## config.mk

```make
export PLATFORM = sky130hd
export DESIGN_NAME = ebpfs_top
export DESIGN_NICKNAME = d
export VERILOG_FILES = /design/src/ebpfs_pkg.sv /design/src/ebpfs_top.sv /design/src/ebpfs_pin_cell.sv /design/src/ebpfs_level_sample.sv
export SDC_FILE = /design/constraint.sdc
export NUM_CORES = 1
export LEC_CHECK = 0
export BUFFER_PORTS_ARGS = -buffer_cell sky130_fd_sc_hd__buf_2
export CAP_MARGIN = 30
export CORE_ASPECT_RATIO = 2
export CORE_MARGIN = 1.5
export CORE_UTILIZATION = 43
export CTS_BUF_LIST = sky130_fd_sc_hd__clkbuf_16
export DETAILED_ROUTE_END_ITERATION = 10
export HOLD_SLACK_MARGIN = 0.15
export PLACE_DENSITY = 0.87
export SYNTH_ARGS = -nofsm -noshare
export SYNTH_HDL_FRONTEND = slang
export SYNTH_HIERARCHICAL = 1
export SYNTH_SLANG_ARGS = --single-unit
```

## constraint.sdc

```tcl
create_clock -name clock -period 1.65 [get_ports clock]
set_input_delay 0.165 -clock clock [delete_from_list [all_inputs] [get_ports clock]]
set_output_delay 0.165 -clock clock [all_outputs]
set_load 0.01 [all_outputs]
```

## src/ebpfs_pkg.sv

```systemverilog
// constants shared by the external bus pin function select block
package ebpfs_pkg;

    // ----------------------------------------------------------------
    // pin vector layout
    // ----------------------------------------------------------------
    localparam int PIN_COUNT  = 29;
    localparam int UDATA_BASE = 0;   // upper_data_port_pins, 8 pins
    localparam int MADDR_BASE = 8;   // middle_address_port_pins, 8 pins
    localparam int UADDR_BASE = 16;  // upper address pins, address bits 16..23
    localparam int PIN_READY  = 24;
    localparam int PIN_ACK    = 25;
    localparam int PIN_REQ    = 26;
    localparam int PIN_UPSTB  = 27;
    localparam int PIN_LOSTB  = 28;
    localparam int UA_RX      = 2;   // async_serial_rx_in shares address_bit_eighteen
    localparam int UA_TX      = 3;   // address_bit_nineteen
    localparam int UA_SCK     = 4;   // address_bit_twenty
    localparam int UA_SSI     = 5;   // address_bit_twentyone
    localparam int UA_CAP     = 5;   // capture/timer inputs on upper bits 5..7

    // ----------------------------------------------------------------
    // register map (byte addresses)
    // ----------------------------------------------------------------
    localparam logic [11:0] OFS_CTRL  = 12'h000;
    localparam logic [11:0] OFS_MADDR = 12'h004;
    localparam logic [11:0] OFS_UADDR = 12'h008;
    localparam logic [11:0] OFS_LEVEL = 12'h00c;
    localparam logic [11:0] OFS_FUNC  = 12'h010;

    // control register fields
    localparam int CTRL_BUS16 = 0;
    localparam int CTRL_READY = 1;
    localparam int CTRL_HOLD  = 2;
    localparam int CTRL_UPSTB = 3;
    localparam int CTRL_LOSTB = 4;
    localparam int CTRL_WIDTH = 5;

    // reset values
    localparam logic [4:0] CTRL_RST  = 5'h00;
    localparam logic [7:0] MADDR_RST = 8'h00;
    localparam logic [7:0] UADDR_RST = 8'h00;

    // ----------------------------------------------------------------
    // bus slave states
    // ----------------------------------------------------------------
    typedef enum logic [1:0] {
        EBPFS_IDLE   = 2'b00,
        EBPFS_ANSWER = 2'b01
    } ebpfs_apb_state_type;

endpackage : ebpfs_pkg

```

## src/ebpfs_top.sv

```systemverilog
// external bus pin function select with apb register access
`timescale 1ns/100ps
//
// Contract
// [RULE1] eight-bit bus: upper data pins are ports
// [RULE2] sixteen-bit bus: upper data pins carry data
// [RULE3] middle address pins selected bit by bit
// [RULE4] upper address pin drives address when selected
// [RULE5] transmit output overrides address bit nineteen pin
// [RULE6] bit twenty pin shared with serial clocks
// [RULE7] second serial data output overrides bit twentyone
// [RULE8] inputs sample pins continuously while operating
// [RULE9] software disables outputs on input-function pins
// [RULE10] ready enabled: pin is ready input
// [RULE11] hold enabled: request input, acknowledge output
// [RULE12] upper write strobe needs sixteen-bit mode, enable
// [RULE13] lower write strobe drives pin when enabled
// [RULE14] port pins follow port data and direction
module ebpfs_top
    import ebpfs_pkg::*;
(
    // clock, reset, enable
    input  wire logic                 clock,
    input  wire logic                 sys_rst,
    input  wire logic                 clk_en,
    // apb slave
    input  wire logic                 psel,
    input  wire logic                 penable,
    input  wire logic                 pwrite,
    input  wire logic [11:0]          paddr,
    input  wire logic [31:0]          pwdata,
    output logic                      pready,
    output logic [31:0]               prdata,
    output logic                      pslverr,
    // shared pins
    input  wire logic [PIN_COUNT-1:0] pin_i,
    output logic      [PIN_COUNT-1:0] pin_o,
    output logic      [PIN_COUNT-1:0] pin_oe,
    // port data and direction, one bit per pin
    input  wire logic [PIN_COUNT-1:0] port_data,
    input  wire logic [PIN_COUNT-1:0] port_dir,
    output logic      [PIN_COUNT-1:0] port_level,
    // external bus controller
    input  wire logic [23:8]          bus_addr,
    input  wire logic [7:0]           upper_data_bus_byte_o,
    input  wire logic                 upper_data_bus_byte_oe,
    output logic      [7:0]           upper_data_bus_byte_i,
    input  wire logic                 upper_byte_write_strobe,
    input  wire logic                 lower_byte_write_strobe,
    input  wire logic                 bus_hold_acknowledge_out,
    output logic                      bus_ready_in,
    output logic                      bus_hold_request_in,
    // serial units
    input  wire logic                 async_serial_tx_out,
    input  wire logic                 async_serial_tx_oe,
    input  wire logic                 async_serial_clock_o,
    input  wire logic                 async_serial_clock_oe,
    output logic                      async_serial_clock_i,
    output logic                      async_serial_rx_in,
    input  wire logic                 second_sync_serial_unit_clock_o,
    input  wire logic                 second_sync_serial_unit_clock_oe,
    input  wire logic                 second_sync_serial_unit_data_o,
    input  wire logic                 second_sync_serial_unit_data_oe,
    // capture and timer inputs on upper address bits 21..23
    output logic      [2:0]           capture_timer_in
);

    // ----------------------------------------------------------------
    // registers
    // ----------------------------------------------------------------
    ebpfs_apb_state_type        state_q;
    logic [CTRL_WIDTH-1:0]      ctrl_q;
    logic [7:0]                 maddr_q;
    logic [7:0]                 uaddr_q;
    logic [PIN_COUNT-1:0]       func_sel_q;
    logic [PIN_COUNT-1:0]       func_sel_d;
    logic [PIN_COUNT-1:0]       func_o_d;
    logic [PIN_COUNT-1:0]       func_oe_d;
    logic [PIN_COUNT-1:0]       level_q;
    logic [31:0]                rdata_d;
    logic                       err_d;
    logic                       wr_en;
    logic                       bus16;

    assign bus16 = ctrl_q[CTRL_BUS16];

    // word-aligned decode, shared by read and write paths
    function automatic logic ebpfs_hit(input logic [11:0] a, input logic [11:0] ofs);
        return a[11:2] == ofs[11:2];
    endfunction : ebpfs_hit

    // ----------------------------------------------------------------
    // apb slave: answer in the first access cycle
    // ----------------------------------------------------------------
    always_ff @(posedge clock)
    begin
        if (sys_rst)
            state_q <= EBPFS_IDLE;
        else if (clk_en)
        begin
            case (state_q)
                EBPFS_IDLE:
                    if (psel && !penable)
                        state_q <= EBPFS_ANSWER;
                EBPFS_ANSWER:
                    state_q <= EBPFS_IDLE;
                default:
                    state_q <= EBPFS_IDLE;
            endcase
        end
    end

    always_comb
    begin
        rdata_d = 32'h0000_0000;
        err_d   = 1'b0;
        if (ebpfs_hit(paddr, OFS_CTRL))
            rdata_d = 32'(ctrl_q);
        else if (ebpfs_hit(paddr, OFS_MADDR))
            rdata_d = 32'(maddr_q);
        else if (ebpfs_hit(paddr, OFS_UADDR))
            rdata_d = 32'(uaddr_q);
        else if (ebpfs_hit(paddr, OFS_LEVEL))
            rdata_d = 32'(level_q);
        else if (ebpfs_hit(paddr, OFS_FUNC))
            rdata_d = 32'(func_sel_q);
        else
            err_d = 1'b1;
    end

    always_ff @(posedge clock)
    begin
        if (sys_rst)
        begin
            pready  <= 1'b0;
            prdata  <= 32'h0000_0000;
            pslverr <= 1'b0;
        end
        else if (clk_en)
        begin
            pready  <= (state_q == EBPFS_IDLE) && psel && !penable;
            prdata  <= pwrite ? 32'h0000_0000 : rdata_d;
            pslverr <= (state_q == EBPFS_IDLE) && psel && !penable && err_d;
        end
    end

    assign wr_en = (state_q == EBPFS_ANSWER) && psel && penable && pwrite && pready;

    always_ff @(posedge clock)
    begin
        if (sys_rst)
        begin
            ctrl_q  <= CTRL_RST;
            maddr_q <= MADDR_RST;
            uaddr_q <= UADDR_RST;
        end
        else if (clk_en && wr_en)
        begin
            if (ebpfs_hit(paddr, OFS_CTRL))
                ctrl_q <= pwdata[CTRL_WIDTH-1:0];
            if (ebpfs_hit(paddr, OFS_MADDR))
                maddr_q <= pwdata[7:0];
            if (ebpfs_hit(paddr, OFS_UADDR))
                uaddr_q <= pwdata[7:0];
        end
    end

    // ----------------------------------------------------------------
    // function selection per pin
    // ----------------------------------------------------------------
    always_comb
    begin
        func_sel_d = '0;
        func_o_d   = '0;
        func_oe_d  = '0;
        // upper data byte only exists on a sixteen-bit bus
        for (int i = 0; i < 8; i++)
        begin
            func_sel_d[UDATA_BASE+i] = bus16;                      // RULE1 RULE2
            func_o_d[UDATA_BASE+i]   = upper_data_bus_byte_o[i];   // RULE2
            func_oe_d[UDATA_BASE+i]  = upper_data_bus_byte_oe;     // RULE2
            func_sel_d[MADDR_BASE+i] = maddr_q[i];                 // RULE3
            func_o_d[MADDR_BASE+i]   = bus_addr[8+i];              // RULE3
            func_oe_d[MADDR_BASE+i]  = 1'b1;
            func_sel_d[UADDR_BASE+i] = uaddr_q[i];                 // RULE4
            func_o_d[UADDR_BASE+i]   = bus_addr[16+i];             // RULE4
            func_oe_d[UADDR_BASE+i]  = 1'b1;
        end
        // transmit wins over both address and port use
        if (async_serial_tx_oe)
        begin
            func_sel_d[UADDR_BASE+UA_TX] = 1'b1;                   // RULE5
            func_o_d[UADDR_BASE+UA_TX]   = async_serial_tx_out;    // RULE5
        end
        // serial clock, then address, then second unit clock, then port
        if (async_serial_clock_oe)
        begin
            func_sel_d[UADDR_BASE+UA_SCK] = 1'b1;                  // RULE6
            func_o_d[UADDR_BASE+UA_SCK]   = async_serial_clock_o;  // RULE6
        end
        else if (!uaddr_q[UA_SCK] && second_sync_serial_unit_clock_oe)
        begin
            func_sel_d[UADDR_BASE+UA_SCK] = 1'b1;                  // RULE6
            func_o_d[UADDR_BASE+UA_SCK]   = second_sync_serial_unit_clock_o;
        end
        if (second_sync_serial_unit_data_oe)
        begin
            func_sel_d[UADDR_BASE+UA_SSI] = 1'b1;                  // RULE7
            func_o_d[UADDR_BASE+UA_SSI]   = second_sync_serial_unit_data_o;
        end
        // ready and hold request are inputs: selected, never driven
        func_sel_d[PIN_READY] = ctrl_q[CTRL_READY];                // RULE10
        func_sel_d[PIN_REQ]   = ctrl_q[CTRL_HOLD];                 // RULE11
        func_sel_d[PIN_ACK]   = ctrl_q[CTRL_HOLD];                 // RULE11
        func_o_d[PIN_ACK]     = bus_hold_acknowledge_out;          // RULE11
        func_oe_d[PIN_ACK]    = 1'b1;
        func_sel_d[PIN_UPSTB] = bus16 && ctrl_q[CTRL_UPSTB];       // RULE12
        func_o_d[PIN_UPSTB]   = upper_byte_write_strobe;
        func_oe_d[PIN_UPSTB]  = 1'b1;
        func_sel_d[PIN_LOSTB] = ctrl_q[CTRL_LOSTB];                // RULE13
        func_o_d[PIN_LOSTB]   = lower_byte_write_strobe;
        func_oe_d[PIN_LOSTB]  = 1'b1;
    end

    always_ff @(posedge clock)
    begin
        if (sys_rst)
            func_sel_q <= '0;
        else if (clk_en)
            func_sel_q <= func_sel_d;
    end

    // ----------------------------------------------------------------
    // pin stages and level sampling
    // ----------------------------------------------------------------
    for (genvar g = 0; g < PIN_COUNT; g++)
    begin : g_cell
        ebpfs_pin_cell u_cell (
            .clock    (clock),
            .sys_rst  (sys_rst),
            .clk_en   (clk_en),
            .func_sel (func_sel_d[g]),
            .func_o   (func_o_d[g]),
            .func_oe  (func_oe_d[g]),
            .port_o   (port_data[g]),
            .port_oe  (port_dir[g]),
            .pin_o_q  (pin_o[g]),
            .pin_oe_q (pin_oe[g])
        );
    end

    ebpfs_level_sample #(
        .WIDTH (PIN_COUNT)
    ) u_sample (
        .clock   (clock),
        .sys_rst (sys_rst),
        .clk_en  (clk_en),
        .pin_i   (pin_i),
        .level_q (level_q)
    );

    // input functions see the pin whoever drives it
    assign port_level            = level_q;                                // RULE14
    assign upper_data_bus_byte_i = level_q[UDATA_BASE+7:UDATA_BASE];
    assign async_serial_rx_in    = level_q[UADDR_BASE+UA_RX];              // RULE8
    assign async_serial_clock_i  = level_q[UADDR_BASE+UA_SCK];
    assign capture_timer_in      = level_q[UADDR_BASE+7:UADDR_BASE+UA_CAP]; // RULE8

    // disabled ready reads as ready so the bus never stalls on a port pin
    always_ff @(posedge clock)
    begin
        if (sys_rst)
        begin
            bus_ready_in        <= 1'b1;
            bus_hold_request_in <= 1'b0;
        end
        else if (clk_en)
        begin
            bus_ready_in        <= !ctrl_q[CTRL_READY] || level_q[PIN_READY]; // RULE10
            bus_hold_request_in <= ctrl_q[CTRL_HOLD] && level_q[PIN_REQ];     // RULE11
        end
    end
endmodule : ebpfs_top

```

## src/ebpfs_pin_cell.sv

```systemverilog
// one pin output stage: function or port drive, registered
`timescale 1ns/100ps
module ebpfs_pin_cell
    import ebpfs_pkg::*;
(
    // clock and reset
    input  wire logic clock,
    input  wire logic sys_rst,
    input  wire logic clk_en,
    // selection
    input  wire logic func_sel,
    input  wire logic func_o,
    input  wire logic func_oe,
    input  wire logic port_o,
    input  wire logic port_oe,
    // pin drive
    output logic      pin_o_q,
    output logic      pin_oe_q
);

    always_ff @(posedge clock)
    begin
        if (sys_rst)
        begin
            pin_o_q  <= 1'b0;
            pin_oe_q <= 1'b0;
        end
        else if (clk_en)
        begin
            pin_o_q  <= func_sel ? func_o  : port_o;   // RULE14
            pin_oe_q <= func_sel ? func_oe : port_oe;  // RULE14
        end
    end
endmodule : ebpfs_pin_cell

```

## src/ebpfs_level_sample.sv

```systemverilog
// samples every shared pin level once per enabled clock
`timescale 1ns/100ps
module ebpfs_level_sample
    import ebpfs_pkg::*;
#(
    parameter int WIDTH = PIN_COUNT
)
(
    // clock and reset
    input  wire logic             clock,
    input  wire logic             sys_rst,
    input  wire logic             clk_en,
    // pin levels
    input  wire logic [WIDTH-1:0] pin_i,
    output logic      [WIDTH-1:0] level_q
);

    // sampled whatever drives the pin, so inputs see their own outputs too
    always_ff @(posedge clock)
    begin
        if (sys_rst)
            level_q <= '0;
        else if (clk_en)
            level_q <= pin_i;  // RULE8
    end
endmodule : ebpfs_level_sample

```

Word-level counts from Yosys, hierarchy flattened
Cells that the tools add are included.
{"block": "op_classes", "n_reduce_logical": 22, "n_mux": 79, "n_eq_ne": 6}
{"cell": "$mux 29", "count": 5}
{"cell": "$mux 1", "count": 71}
{"cell": "$mux 32", "count": 1}
{"cell": "$eq 10x2->1 const B", "count": 2}
{"cell": "$logic_and 1x1->1", "count": 12}
{"cell": "$eq 10x1->1 const B", "count": 1}
{"cell": "$eq 10x3->1 const B", "count": 1}
{"cell": "$logic_not 10->1", "count": 1}
{"cell": "$reduce_and 2->1", "count": 4}
{"cell": "$mux 2", "count": 2}
{"cell": "$logic_not 1->1", "count": 3}
{"cell": "$eq 2x1->1 const B", "count": 1}
{"cell": "$logic_not 2->1", "count": 1}
{"cell": "$ne 2x2->1 const B", "count": 1}
{"cell": "$logic_or 1x1->1", "count": 1}
{"block": "word_totals", "output_inout_bits": 136, "inputBits": 173, "regBits": 175, "word_cells": 176}

Longest topological paths before layout
{"block": "logic_depth", "ltp_word": 7, "ltp_mapped": 6, "ltp_nobuf": 6}

By module
Netlist, hierarchy kept.
{"module": "ebpfs_top", "instances": 1, "seq_area_each_um2": 1521.5, "cells_each": 389, "area_per_inst_um2": 3569.7}
{"module": "ebpfs_pin_cell", "instances": 29, "seq_area_each_um2": 40.0, "cells_each": 8, "area_per_inst_um2": 82.6}
{"module": "ebpfs_level_sample", "instances": 1, "seq_area_each_um2": 580.6, "cells_each": 93, "area_per_inst_um2": 1032.2}

Worst setup path before layout
No wires, ideal clock.
{"block": "synth_timing", "kind": "input -> register", "startpoint": "in paddr[7]", "endpoint": "reg maddr_q[0]", "cell_stages": 6, "required_ns": 1.578, "setup_time_ns": 0.072, "n_path_buf": 2, "setup_slack_ns": -0.042, "arrival_time_ns": 1.620, "path_cell_list": "or4_1 > buf_2 > nor4_4 > and2_1 > buf_4 > mux2i_1"}
{"block": "synth_via", "elab_chain_cells": 2}
{"element": "from (decl)", "line": "ebpfs_top.sv:30", "text": "input wire logic [11:0] paddr,"}
{"element": "$eq 10x1->1", "line": "ebpfs_top.sv:89", "text": "return a[11:2] == ofs[11:2];"}
{"element": "$reduce_and 2->1 (no line)"}
{"element": "to (signal assigned)", "line": "ebpfs_top.sv:162", "text": "maddr_q <= pwdata[7:0];"}
{"element": "to (decl)", "line": "ebpfs_top.sv:73", "text": "logic [7:0] maddr_q;"}
Every way passes these cells.
A chain may end at the register's enable or synchronous reset.

Final worst setup path
{"block": "layout_timing", "startpoint": "reg maddr_q[7]", "endpoint": "reg g_cell[15].u_cell.pin_o_q"}
{"block": "layout_via", "elab_chain_cells": 1}
{"element": "$mux 1", "line": "ebpfs_pin_cell.sv:30", "text": "pin_o_q <= func_sel ? func_o : port_o;"}
{"element": "to (signal assigned)", "line": "ebpfs_pin_cell.sv:30"}
{"element": "to (decl)", "line": "ebpfs_pin_cell.sv:17", "text": "output logic pin_o_q,"}
Every way passes these cells.

==> results.tsv <==
metric	value	unit
drt_iter0_markers	344	
hpwl	15.7	mm
finalCritPeriodShare	0.995	
ys_seq_area_frac	0.466	
endpoint_kind	register	
finalSetupViolations	0	
synth_warnings	6	
clock_skew	0.00689	ns
nNetsFinal	1312	
crit_family	buffers and inverters	
first_pass_iters	5	
pre_cts_slack	-0.207	ns
io_buffers	279	
cts.sinks	163	
tightest_slew	0.968	ns
post_drt_wl_per_cell	17.9	um
seqCellArea	3270	um^2
drcViolationCount	0	
syn2layout_area_growth	50.4	%
cts_tree	yes	
via_count	7193	
fill_cells	1189	
antenna_found_initial	0	
gr-total-overflow	0	
hold_path_class	primary input to register	
synth.area.top_cells	dfxtp_1 47%, mux2i_1 21%, a211oi_1 6.2%	
pin_count	309	
grt_setup_unrepaired	no	
reg2reg_from	maddr_q[7]	
h-tree-depth	4	
slew_headroom	0.355	
fp.dieH	183	um
hold_viol	0	
coreArea	15900	um^2
track_usage	0.283	
cp_num_cells	3	
status	completed	
drtAntennaViolNets	0	
fmax	609	MHz
power	9.14	mW
endpoint	g_cell[15].u_cell/pin_o_q	
cp.required	1.97	ns
drv_cap	0	
drive_gt1_frac	0.317	
numCtsBuffers	17	
cts_root_buf	clkbuf_16	
synth.area.mux_share	0.223	
synth_compound_area_frac	0.123	
r2r-end	g_cell[15].u_cell/pin_o_q	
fin_hold_ws	0.156	ns
multiInputGateArea	3530	um^2
synthFlopType	dfxtp_1	
clkLatencyLatePin	0.43	ns
mappedNetlistArea	7000	um^2
die_area	17100	um^2
period_minus_slack	1.64	ns
yosys_register_bits	163	
final_max_slew_viol_count	0	
synth_top_cell_by_area	dfxtp_1	
start_kind	register	
yosys-top-cells-count	163 x dfxtp_1, 148 x mux2i_1, 112 x nor2_1	
initial_core_util	0.441	
synth_top_area_frac	0.466	
critPathArrivalTime	1.96	ns
async_flop_share	0	
crit_type	register to register	
placementRows	65	
grt_pass1_wl	37.1	mm
utilization	0.664	
p_leak	4.73	nW
routabilityCongestion	0.880	
dieWidth	93.2	um
powerDensity	869	nW/um^2
setup_slack	0.00744	ns
synth-xor-area-share	0	
via_per_inst	5.31	
synthAdderAreaFrac	0	
ir_drop	0.000770	V
startpoint	maddr_q[7]	
synth.most_common_cell	dfxtp_1	
wirelength	24.3	mm
synth_edf_count	0	
slowest_stage	dlygate4sd3_1	
grt_pass1_vias	7441	
synth_top_family_by_area	multiplexers	
worstPathCellList	mux2i_1 -> dlygate4sd3_1 -> a211oi_1	
synth-simple-area-share	0.141	
grt_max_degree	87	
path_max_fanout	5	
path_buf_inv	1	
max_stage_delay	0.60	ns
synthesis.area_per_instance	9.80	um^2
path_clk_slew	0.07	ns
rrSetupSlack	0.007	ns
rr_worst_depth	3	
synth_cell_types	46	
synthCells	714	
clk_path_buf_depth	2	
[what timing repair did]
item | CTS | global route
hold buffers | 122 | 0
gates resized for setup | 0 | 10
setup endpoints to repair | 0 | 10
hold endpoints to repair | 116 | 0
setup buffers | 0 | 0
[metrics by stage]
step | instances | setup TNS [ns] | cell area [um^2]
6_report | 1355 | 0 | 10500
3_3_place_gp | 1198 | -5.41 | 8710
2_1_floorplan | 738 | -0.0858 | 7100
3_5_place_dp | 1199 | -7.78 | 8730
4_1_cts | 1353 | 0 | 10500
5_1_grt | 1353 | 0 | 10500
[power breakdown]
part / switching [mW] / internal [mW]
Combinational: 0.609 / 0.632
Clock: 1.75 / 1.97
Sequential: 0.102 / 4.08
Total: 2.46 / 6.68
[layout make-up]
cell class              count  share of cell area
well taps                 201              0.0239
inverters                   8             0.00285
flip-flops and latches    163               0.311
clock buffers              17              0.0404
multi-input cells         520               0.336
diodes                      2            0.000475
repair buffers            429               0.274
clock inverters            15              0.0120
[cell families after synthesis]
kind of cell | count (synthesis)
simple gates | 214
flops | 163
mux | 155
compound gates | 125
buf+inv | 55
other cells | 2
[worst min-delay path by stage]
stage                                          from  slack [ns]                  endpoint  cells past startpoint
floorplan                                   sys_rst        0.24  g_cell[0].u_cell/pin_o_q                      1
global placement                          pin_i[26]        0.40      u_sample/level_q[26]                      3
detailed placement                         pin_i[6]        0.41       u_sample/level_q[6]                      3
CTS                 second_sync_serial_unit_data_oe        0.15            func_sel_q[21]                      4
global route        second_sync_serial_unit_data_oe        0.18            func_sel_q[21]                      4
finish              second_sync_serial_unit_data_oe        0.16            func_sel_q[21]                      4
[state kept, by name, indices dropped and copies added (netlist names)]
name	cells
bus_hold_request_in	1
bus_ready_in	1
ctrl_q	5
func_sel_q	21
g_cell.u_cell/pin_o_q	29
g_cell.u_cell/pin_oe_q	29
maddr_q	8
prdata	29
pready	1
pslverr	1
state_q	1
u_sample/level_q	29
uaddr_q	8
[tightest hold or removal path: cells and delay by family]
family | cells | cell delay (ns)
and+or+nand+nor | 2 | 0.21
buffers and inverters | 1 | 0.09
muxes | 1 | 0.08
[layout by cell type, fill, tap and decap left out, drive strengths merged, types with 8 or more instances in the layout]
cell | netlist | routed
dfxtp | 163 | 163
or3 | 11 | 11
clkbuf | 17 | 17
mux2i | 148 | 148
inv | 8 | 14
buf | 30 | 307
a211oi | 59 | 59
dlygate4sd3 | 0 | 122
nand2b | 30 | 30
o21ai | 31 | 31
nand2 | 40 | 40
nor2 | 113 | 113
a22oi | 8 | 8
conb | 2 | 26
[layer usage]
| metal | track usage | share of wire | vias to the layer above |
|---|---|---|---|
| met2 | 0.500 | 0.52 | 321 |
| li1 | - | - | 3355 |
| met1 | 0.277 | 0.35 | 3389 |
| met3 | 0.0614 | 0.049 | 128 |
| met4 | 0.224 | 0.079 | 0 |
| met5 | 0 | 0 | - |
(Power assumes the default switching activity.)
